**config.mk**
```make
export PLATFORM = sky130hd
export DESIGN_NAME = multi_io_page_program
export DESIGN_NICKNAME = d
export VERILOG_FILES = /design/src/core/flash_prog_pkg.sv /design/src/core/multi_io_page_program.sv
export SDC_FILE = /design/constraint.sdc
export NUM_CORES = 2
export LEC_CHECK = 0
export BUFFER_PORTS_ARGS = -buffer_cell sky130_fd_sc_hd__buf_4
export CORE_ASPECT_RATIO = 1.5
export CORE_MARGIN = 2
export CORE_UTILIZATION = 55
export DETAILED_ROUTE_END_ITERATION = 7
export PLACE_DENSITY = 0.72
export SLEW_MARGIN = 20
export SYNTH_ARGS = -nofsm -noshare
export SYNTH_HDL_FRONTEND = slang
export SYNTH_HIERARCHICAL = 1
export SYNTH_SLANG_ARGS = --single-unit
export TNS_END_PERCENT = 10
```
**constraint.sdc**
```tcl
create_clock -name clk -period 13.1 [get_ports clk]
set_input_delay 2.62 -clock clk [delete_from_list [all_inputs] [get_ports clk]]
set_output_delay 2.62 -clock clk [all_outputs]
set_load 0.005 [all_outputs]
```
**src/core/flash_prog_pkg.sv**
```systemverilog
package flash_prog_pkg;

  // ----------------------------------------------------------------
  // command codes
  // ----------------------------------------------------------------
  localparam logic [7:0] CMD_DUAL_PROG     = 8'ha2;
  localparam logic [7:0] CMD_QUAD_PROG     = 8'h32;
  localparam logic [7:0] CMD_ACTIVE_STATUS = 8'h25;

  // ----------------------------------------------------------------
  // geometry and counts
  // ----------------------------------------------------------------
  localparam int          PAGE_BYTES   = 256;
  localparam int          FIFO_DEPTH   = 32;
  localparam logic [4:0]  CMD_LAST_BIT = 5'h07;
  localparam logic [4:0]  ADDR_LAST_BIT = 5'h17;
  localparam logic [2:0]  DUAL_STEP    = 3'h2;
  localparam logic [2:0]  QUAD_STEP    = 3'h4;

  // ----------------------------------------------------------------
  // timing, clock 200 mhz
  // ----------------------------------------------------------------
  localparam int unsigned CLK_PERIOD_PS          = 5000;
  localparam int unsigned PAGE_PROGRAM_TIME_US   = 2000;
  localparam int unsigned BYTE_PROGRAM_TIME_NS   = 8000;
  // "about" these times, so nominal figures round down
  localparam int unsigned PAGE_PROGRAM_CYCLES =
    PAGE_PROGRAM_TIME_US * 1000 / (CLK_PERIOD_PS / 1000);
  localparam int unsigned BYTE_PROGRAM_CYCLES =
    BYTE_PROGRAM_TIME_NS * 1000 / CLK_PERIOD_PS;
  localparam int          TIMER_W = 24;

  // ----------------------------------------------------------------
  // reset values
  // ----------------------------------------------------------------
  localparam logic RST_WEL  = 1'b0;
  localparam logic RST_BUSY = 1'b0;
  localparam logic RST_ERR  = 1'b0;

  // ----------------------------------------------------------------
  // types
  // ----------------------------------------------------------------
  typedef struct packed {
    logic [23:0] addr;
    logic [7:0]  data;
  } arr_word_s;

  typedef struct packed {
    logic hold_n;
    logic wp_n;
    logic so;
    logic si;
  } lanes_s;

  typedef enum logic [4:0] {
    S_CMD  = 5'h01,
    S_ADDR = 5'h02,
    S_DATA = 5'h04,
    S_STAT = 5'h08,
    S_SKIP = 5'h10
  } ser_e;

  typedef enum logic [2:0] {
    P_IDLE = 3'h1,
    P_PUSH = 3'h2,
    P_WAIT = 3'h4
  } prog_e;

endpackage

```
**src/core/multi_io_page_program.sv**
```systemverilog
`timescale 1ns/1ps

// ------------------------------------------------------------------
// program fifo
// ------------------------------------------------------------------
module prog_fifo #(
  parameter int WIDTH = 32,
  parameter int DEPTH = 32
) (
  input  wire logic             clk,
  input  wire logic             rst,
  input  wire logic             ce,
  input  wire logic             in_valid,
  output logic                  in_ready,
  input  wire logic [WIDTH-1:0] in_data,
  output logic                  out_valid,
  input  wire logic             out_ready,
  output logic [WIDTH-1:0]      out_data
);
  localparam int AW = $clog2(DEPTH);

  logic [WIDTH-1:0] mem [DEPTH];
  logic [AW:0]      wr_r;
  logic [AW:0]      rd_r;
  wire              push = in_valid & in_ready;
  wire              pop  = out_valid & out_ready;

  assign in_ready  = (wr_r - rd_r) != (AW+1)'(DEPTH);
  assign out_valid = wr_r != rd_r;
  assign out_data  = mem[rd_r[AW-1:0]];

  always_ff @(posedge clk)
  begin
    if (rst)
    begin
      wr_r <= '0;
      rd_r <= '0;
    end
    else if (ce)
    begin
      if (push)
        wr_r <= wr_r + 1'b1;
      if (pop)
        rd_r <= rd_r + 1'b1;
    end
  end

  always_ff @(posedge clk)
  begin
    if (ce && push)
      mem[wr_r[AW-1:0]] <= in_data;
  end
endmodule

// ------------------------------------------------------------------
// dual/quad page program command logic
// ------------------------------------------------------------------
module multi_io_page_program #(
  parameter int unsigned PAGE_CYCLES = flash_prog_pkg::PAGE_PROGRAM_CYCLES
) (
  input  wire logic                       clk,
  input  wire logic                       rst,
  input  wire logic                       ce,
  input  wire logic                       cs_n,
  input  wire logic                       sck,
  input  wire flash_prog_pkg::lanes_s     lanes_in,
  output logic                            so_out,
  output logic                            so_oe,
  input  wire logic                       wel_set,
  input  wire logic                       wel_clear,
  input  wire logic                       quad_enable_bit,
  output logic [23:0]                     prot_addr,
  input  wire logic                       prot_hit,
  output logic                            arr_valid,
  input  wire logic                       arr_ready,
  output flash_prog_pkg::arr_word_s       arr_word,
  input  wire logic                       arr_fail,
  input  wire logic                       err_clear,
  output logic                            write_enable_latch,
  output logic                            ready_busy_flag,
  output logic                            erase_error_flag,
  output logic                            program_error_flag
);
  import flash_prog_pkg::*;

  // ----------------------------------------------------------------
  // link edges
  // ----------------------------------------------------------------
  logic sck_r;
  logic cs_n_r;
  // sample on the rising serial edge only, modes 0 and 3 alike
  wire  rise    = ~cs_n & sck & ~sck_r;
  wire  cs_rise = cs_n & ~cs_n_r;

  always_ff @(posedge clk)
  begin
    if (rst)
    begin
      sck_r  <= 1'b0;
      cs_n_r <= 1'b1;
    end
    else if (ce)
    begin
      sck_r  <= sck;
      cs_n_r <= cs_n;
    end
  end

  // ----------------------------------------------------------------
  // serial front end
  // ----------------------------------------------------------------
  ser_e        ser_r;
  logic [4:0]  cnt_r;
  logic [7:0]  cmd_r;
  logic [23:0] addr_r;
  logic        quad_r;
  logic        prot_r;
  logic [7:0]  shift_r;
  logic [2:0]  bitc_r;
  logic [7:0]  ptr_r;
  logic        got_r;
  logic        multi_r;
  logic [7:0]  page_r [PAGE_BYTES];
  logic [PAGE_BYTES-1:0] valid_r;
  prog_e       ps_r;
  logic        wel_r;
  logic        busy_r;

  wire [7:0]  cmd_nxt  = {cmd_r[6:0], lanes_in.si};
  wire [23:0] addr_nxt = {addr_r[22:0], lanes_in.si};
  wire        is_prog  = (cmd_nxt == CMD_DUAL_PROG) || (cmd_nxt == CMD_QUAD_PROG);
  wire        is_quad  = cmd_nxt == CMD_QUAD_PROG;
  // busy array and missing latch both refuse the command outright
  wire        refuse   = busy_r | ~wel_r | (is_quad & ~quad_enable_bit);
  wire [2:0]  step     = quad_r ? QUAD_STEP : DUAL_STEP;
  // quad lanes carry hold,wp,so,si as bits high to low; dual so over si
  wire [7:0]  shift_nxt = quad_r ?
                          {shift_r[3:0], lanes_in.hold_n, lanes_in.wp_n,
                           lanes_in.so, lanes_in.si} :
                          {shift_r[5:0], lanes_in.so, lanes_in.si};
  wire [2:0]  bitc_nxt  = bitc_r + step;
  wire        byte_done = (ser_r == S_DATA) && rise && (bitc_nxt == 3'h0);
  wire        cmd_done  = (ser_r == S_CMD) && rise && (cnt_r == CMD_LAST_BIT);
  wire        new_cmd   = cmd_done && is_prog && !refuse;
  wire        addr_done = (ser_r == S_ADDR) && rise && (cnt_r == ADDR_LAST_BIT);

  // decisions taken when chip select is released
  wire in_prog   = (ser_r == S_ADDR) || (ser_r == S_DATA);
  wire complete  = (ser_r == S_DATA) && (bitc_r == 3'h0) && got_r;
  wire start     = cs_rise && complete && !prot_r;
  // partial address, missing or split byte: nothing is programmed
  wire abort     = cs_rise && in_prog && !start;
  wire abort_clr = abort && (quad_r || (complete && prot_r));

  assign prot_addr = addr_r;

  always_ff @(posedge clk)
  begin
    if (rst)
    begin
      ser_r <= S_CMD;
      cnt_r <= '0;
    end
    else if (ce)
    begin
      if (cs_n)
      begin
        ser_r <= S_CMD;
        cnt_r <= '0;
      end
      else if (rise)
      begin
        cnt_r <= cnt_r + 5'h01;
        case (ser_r)
          S_CMD:
          begin
            if (cnt_r == CMD_LAST_BIT)
            begin
              cnt_r <= '0;
              if (cmd_nxt == CMD_ACTIVE_STATUS)
                ser_r <= S_STAT;
              else if (is_prog && !refuse)
                ser_r <= S_ADDR;
              else
                ser_r <= S_SKIP;
            end
          end
          S_ADDR:
          begin
            // so becomes an input only after the last address bit
            if (cnt_r == ADDR_LAST_BIT)
              ser_r <= S_DATA;
          end
          S_DATA:  ser_r <= S_DATA;
          S_STAT:  ser_r <= S_STAT;
          S_SKIP:  ser_r <= S_SKIP;
          default: ser_r <= S_SKIP;
        endcase
      end
    end
  end

  always_ff @(posedge clk)
  begin
    if (rst)
    begin
      cmd_r   <= '0;
      addr_r  <= '0;
      quad_r  <= 1'b0;
      prot_r  <= 1'b0;
      shift_r <= '0;
      bitc_r  <= '0;
      ptr_r   <= '0;
      got_r   <= 1'b0;
      multi_r <= 1'b0;
    end
    else if (ce)
    begin
      if (ser_r == S_CMD && rise)
        cmd_r <= cmd_nxt;
      if (new_cmd)
      begin
        quad_r  <= is_quad;
        bitc_r  <= '0;
        got_r   <= 1'b0;
        multi_r <= 1'b0;
        prot_r  <= 1'b0;
      end
      if (ser_r == S_ADDR && rise)
        addr_r <= addr_nxt;
      if (addr_done)
        ptr_r <= addr_nxt[7:0];
      // protection lookup answers on the full address a cycle later
      if (ser_r == S_DATA && !got_r && bitc_r == 3'h0)
        prot_r <= prot_hit;
      if (ser_r == S_DATA && rise)
      begin
        shift_r <= shift_nxt;
        bitc_r  <= bitc_nxt;
      end
      if (byte_done)
      begin
        // pointer runs modulo the page: wrap and keep-last-256 in one
        ptr_r   <= ptr_r + 8'h01;
        got_r   <= 1'b1;
        multi_r <= got_r;
      end
    end
  end

  // ----------------------------------------------------------------
  // page buffer
  // ----------------------------------------------------------------
  always_ff @(posedge clk)
  begin
    if (ce && byte_done)
      page_r[ptr_r] <= shift_nxt;
  end

  genvar g;
  generate
    for (g = 0; g < PAGE_BYTES; g++)
    begin : g_valid
      always_ff @(posedge clk)
      begin
        if (rst)
          valid_r[g] <= 1'b0;
        else if (ce)
        begin
          // untouched locations stay erased: they are never pushed
          if (new_cmd)
            valid_r[g] <= 1'b0;
          else if (byte_done && ptr_r == 8'(g))
            valid_r[g] <= 1'b1;
        end
      end
    end
  endgenerate

  // ----------------------------------------------------------------
  // self-timed program sequencer
  // ----------------------------------------------------------------
  logic [7:0]         idx_r;
  logic [TIMER_W-1:0] tmr_r;
  logic               dual_r;
  logic               f_ready;
  logic               f_valid;
  arr_word_s          f_in;

  wire push_want = (ps_r == P_PUSH) && valid_r[idx_r];
  wire advance   = (ps_r == P_PUSH) && (!valid_r[idx_r] || f_ready);
  wire prog_end  = (ps_r == P_WAIT) && (tmr_r == '0) && !f_valid;

  assign f_in = '{addr: {addr_r[23:8], idx_r}, data: page_r[idx_r]};

  always_ff @(posedge clk)
  begin
    if (rst)
    begin
      ps_r   <= P_IDLE;
      idx_r  <= '0;
      tmr_r  <= '0;
      busy_r <= RST_BUSY;
      dual_r <= 1'b0;
    end
    else if (ce)
    begin
      if (tmr_r != '0)
        tmr_r <= tmr_r - 1'b1;
      case (ps_r)
        P_IDLE:
        begin
          if (start)
          begin
            ps_r   <= P_PUSH;
            idx_r  <= '0;
            busy_r <= 1'b1;
            dual_r <= !quad_r;
            tmr_r  <= multi_r ? TIMER_W'(PAGE_CYCLES) : TIMER_W'(BYTE_PROGRAM_CYCLES);
          end
        end
        P_PUSH:
        begin
          // a full fifo stalls the walk through the page
          if (advance)
          begin
            idx_r <= idx_r + 8'h01;
            if (idx_r == 8'hff)
              ps_r <= P_WAIT;
          end
        end
        P_WAIT:
        begin
          if (prog_end)
          begin
            ps_r   <= P_IDLE;
            busy_r <= 1'b0;
          end
        end
        default: ps_r <= P_IDLE;
      endcase
    end
  end

  prog_fifo #(
    .WIDTH ($bits(arr_word_s)),
    .DEPTH (FIFO_DEPTH)
  ) u_fifo (
    .clk       (clk),
    .rst       (rst),
    .ce        (ce),
    .in_valid  (push_want),
    .in_ready  (f_ready),
    .in_data   (f_in),
    .out_valid (f_valid),
    .out_ready (arr_ready),
    .out_data  (arr_word)
  );

  assign arr_valid = f_valid;

  // ----------------------------------------------------------------
  // status flags
  // ----------------------------------------------------------------
  logic ee_r;
  logic pe_r;
  wire  fail_evt = ce && arr_fail && f_valid && arr_ready;

  always_ff @(posedge clk)
  begin
    if (rst)
    begin
      wel_r <= RST_WEL;
      ee_r  <= RST_ERR;
      pe_r  <= RST_ERR;
    end
    else if (ce)
    begin
      if (wel_set)
        wel_r <= 1'b1;
      else if (wel_clear || abort_clr || prog_end)
        wel_r <= 1'b0;
      // a failure in the clearing cycle still sets its flag
      if (fail_evt)
      begin
        pe_r <= 1'b1;
        ee_r <= ee_r | dual_r;
      end
      else if (err_clear)
      begin
        pe_r <= 1'b0;
        ee_r <= 1'b0;
      end
    end
  end

  // ----------------------------------------------------------------
  // active status on so
  // ----------------------------------------------------------------
  always_ff @(posedge clk)
  begin
    if (rst)
    begin
      so_out <= 1'b0;
      so_oe  <= 1'b0;
    end
    else if (ce)
    begin
      so_out <= busy_r;
      so_oe  <= (ser_r == S_STAT) && !cs_n;
    end
  end

  assign write_enable_latch = wel_r;
  assign ready_busy_flag    = busy_r;
  assign erase_error_flag   = ee_r;
  assign program_error_flag = pe_r;
endmodule

```
==> results.md <==
- Status: finished, final reports clean
- Starting Density: 0.552
- Number of vias per cell: 6.55
- Port-buffer cells: 78
- NumNets Final: 6383
- DR vias: 64423
- RR Startpoint: idx_r[1]
- Unrepaired setup endpoints after global routing: no
- Hold Path Class: register to register
- Final ANT Viol Nets: 0
- Worst Setup Slack post-DPL: 4970 ps
- Synthesized area per cell: 21.5 um^2
- Synth unique cells: 71
- Core area: 0.241 mm^2
- Synthesized flop and latch total: 3458
- DR WL/cell: 33.1 um
- Synth Area in Adders: 0.00178
- CTS tree: built
- Cts hold-fix bufs: 0
- Die H: 607 um
- Global route overflow: 0
- Sequential cell area fraction in the yosys report: 0.750
- WP data required: 10480 ps
- Placed cell areas: 0.138 mm^2
- Post-synth net total: 6247
- Simple-gate area share of the yosys netlist: 0.0240
- Worst slew margin: 0.201
- Total die area: 0.246 mm^2
- Top cells by area, synth: edfxtp_1 (69%), mux4_2 (18%), dfxtp_1 (5.8%)
- Worst-Skew Late Latency: 880 ps
- Mapped Cells: 6212
- Crit-path max FO: 97
- Area growth from synthesis to layout: 10.9%
- Fmax: 0.131 GHz
- Multi-input logic area: 0.0319 mm^2
- Most instantiated cells after synthesis: edfxtp_1 (3072), mux4_2 (1046), nor2_1 (396), dfxtp_1 (386), o21a_1 (258)
- Number of flops mapped to enable cells by yosys: 3072
- Final Util: 0.612
- CTS clk-pin slew, worst paths: 70 ps
- Drt pass-1 iters: 6
- Num CTS Buffers: 303
- Tcrit/Tclk final: 0.584
- Final Instance Area: 0.148 mm^2
- Initial antenna violation count: 10
- Iteration-0 DRC Markers: 8064
- Clk_skew: 32.5 ps
- Register area: 0.100 mm^2
- Post-route DRC: 0
- HPWL Detailed: 191000 um
- Clock sinks: 3458
- R2R Setup Slk: 5900 ps
- Compound-Gate Fraction of Synth Area: 0.0233
- Syn Std Cell Area: 0.133 mm^2
- Largest net degree at the start of global routing: 182
- GPL Wtd Cong: 0.859
- CP endpoint kind: output pin
- Final WS setup: 5450 ps
- Top-area cell type share of the netlist area: 0.692
- Pwr Density: 144 mW/mm^2
- Longest Clk Path Bufs: 4
- H-Tree Depth: 5
- Worst Hold End: cs_n_r
- Ys Warns: 6
- Min Tclk post-route: 7650 ps
- Critical path class: register to output pin
- Setup-failing EPs final: 0
- Final Hold Violating Endpoints: 0
- Top-count cell post-synth: edfxtp_1
- First-pass GRT wire length: 465000 um
- Post-synthesis mux area share: 0.186
- Reg2reg path depth: 14
- Layout fillers: 16057
- Leakage: 0.0442 uW
- Die W: 406 um
- RR Endpoint: u_fifo/mem[5][13]
- Vias in the first global route: 64982
- Asr flop ratio synth: 0
- Post-synth top flop: edfxtp_1
- Area leader, netlist: edfxtp_1
- Final setup TNS: 0 ps
- CP Launch Type: register
- Hold depth: 1
- I/O pins: 79
- Setup bufs post-CTS: 0
- Post_cts resized: 0
- Hold_sp: cs_n_r
- Routed WL: 326000 um
- Root Driver: clkbuf_16
- Total track usage: 0.265
- Measured slew at the worst slew-check pin: 1190 ps
- Fraction of layout cells with a size suffix above 1: 0.278
- Fin. max-slew vios: 0
- Critical path arrival: 5030 ps
- # rows: 221
- Synth Area in XOR/XNOR: 0.00204
- MaxCap Viol Count: 0
- Dominant combinational cell family by area after synthesis: multiplexers
- Max IR drop VDD: 0.0953 mV
-- stage by stage --
stage,hold WS [ps],total power (uW),instances
after floorplan,421,12400,6212
after global placement,439,12500,9275
after detailed placement,446,12500,9276
after CTS,462,21400,9827
after global routing,473,21900,9828
final,458,21300,9832
-- worst max-delay path: stages (launching register included) --
cell and delay, ps:
dfxtp_4 760, buf_12 560, buf_4 860, mux4_2 620, mux4_2 500, mux2_2 290, buf_4 150
-- routing by layer --
layer	vias to the layer above	global-route usage	routed length (um)
met5	-	0	40
met2	3350	0.459	169000
li1	26060	-	-
met4	6	0.124	17600
met3	680	0.0401	25900
met1	34327	0.330	113000
-- placed cells by master (no fill, tap or decap), types with 29 or more instances in the layout --
master     synthesis  layout
edfxtp_1        3072    3072
mux4_2          1046    1046
dfxtp_1          386     368
nor2_1           396     367
clkbuf_16          0     312
o21a_1           258     258
buf_4             29     188
nand2_1          118     118
a21oi_1           72      72
clkbuf_1         225      69
mux2i_1           57      57
clkinv_2           0      50
mux2_2            53      47
nand3_1           44      41
bufinv_16          0      30
clkbuf_8           0      29
-- logic make-up after synthesis --
group,after synthesis
flip-flops,3458
multiplexers,1156
AO/OA/AOI/OAI,438
adder cells (fa/ha/maj),19
XOR/XNOR,31
AND/OR/NAND/NOR,715
buffers and inverters,395
-- power breakdown --
| part | total [uW] | switching [uW] | internal, uW |
|---|---|---|---|
| Clock | 9090 | 3930 | 5160 |
| Sequential | 11900 | 39.5 | 11900 |
| Combinational | 328 | 212 | 115 |
-- registers in the layout, indices dropped and copies added (netlist names), 2 cells and up, named ones only --
register	count
bitc_r	2
cmd_r	7
cnt_r	5
idx_r	8
page_r	2048
prot_addr	24
ps_r	3
ptr_r	8
ser_r	5
shift_r	6
tmr_r	24
u_fifo/mem	1024
u_fifo/rd_r	6
u_fifo/wr_r	6
valid_r	256
-- cell type report --
cell class | count | area share
diodes | 5 | 0.0000847
clock buffers | 409 | 0.0572
clock inverters | 142 | 0.0108
inverters | 25 | 0.000635
multi-input cells | 2359 | 0.216
flip-flops and latches | 3458 | 0.677
well taps | 3233 | 0.0274
repair buffers | 201 | 0.0111
-- how the worst max path moves through the flow --
stage,startpoint,end,slack [ps]
after CTS,register,arr_word[15],5330
after global placement,sck,page_r[44][6],4940
after detailed placement,ce,page_r[89][5],4970
final,register,arr_word[12],5450
after floorplan,idx_r[2],u_fifo/mem[12][0],7130
after global routing,register,arr_word[15],5160
Power figures use the tool's default switching activity.
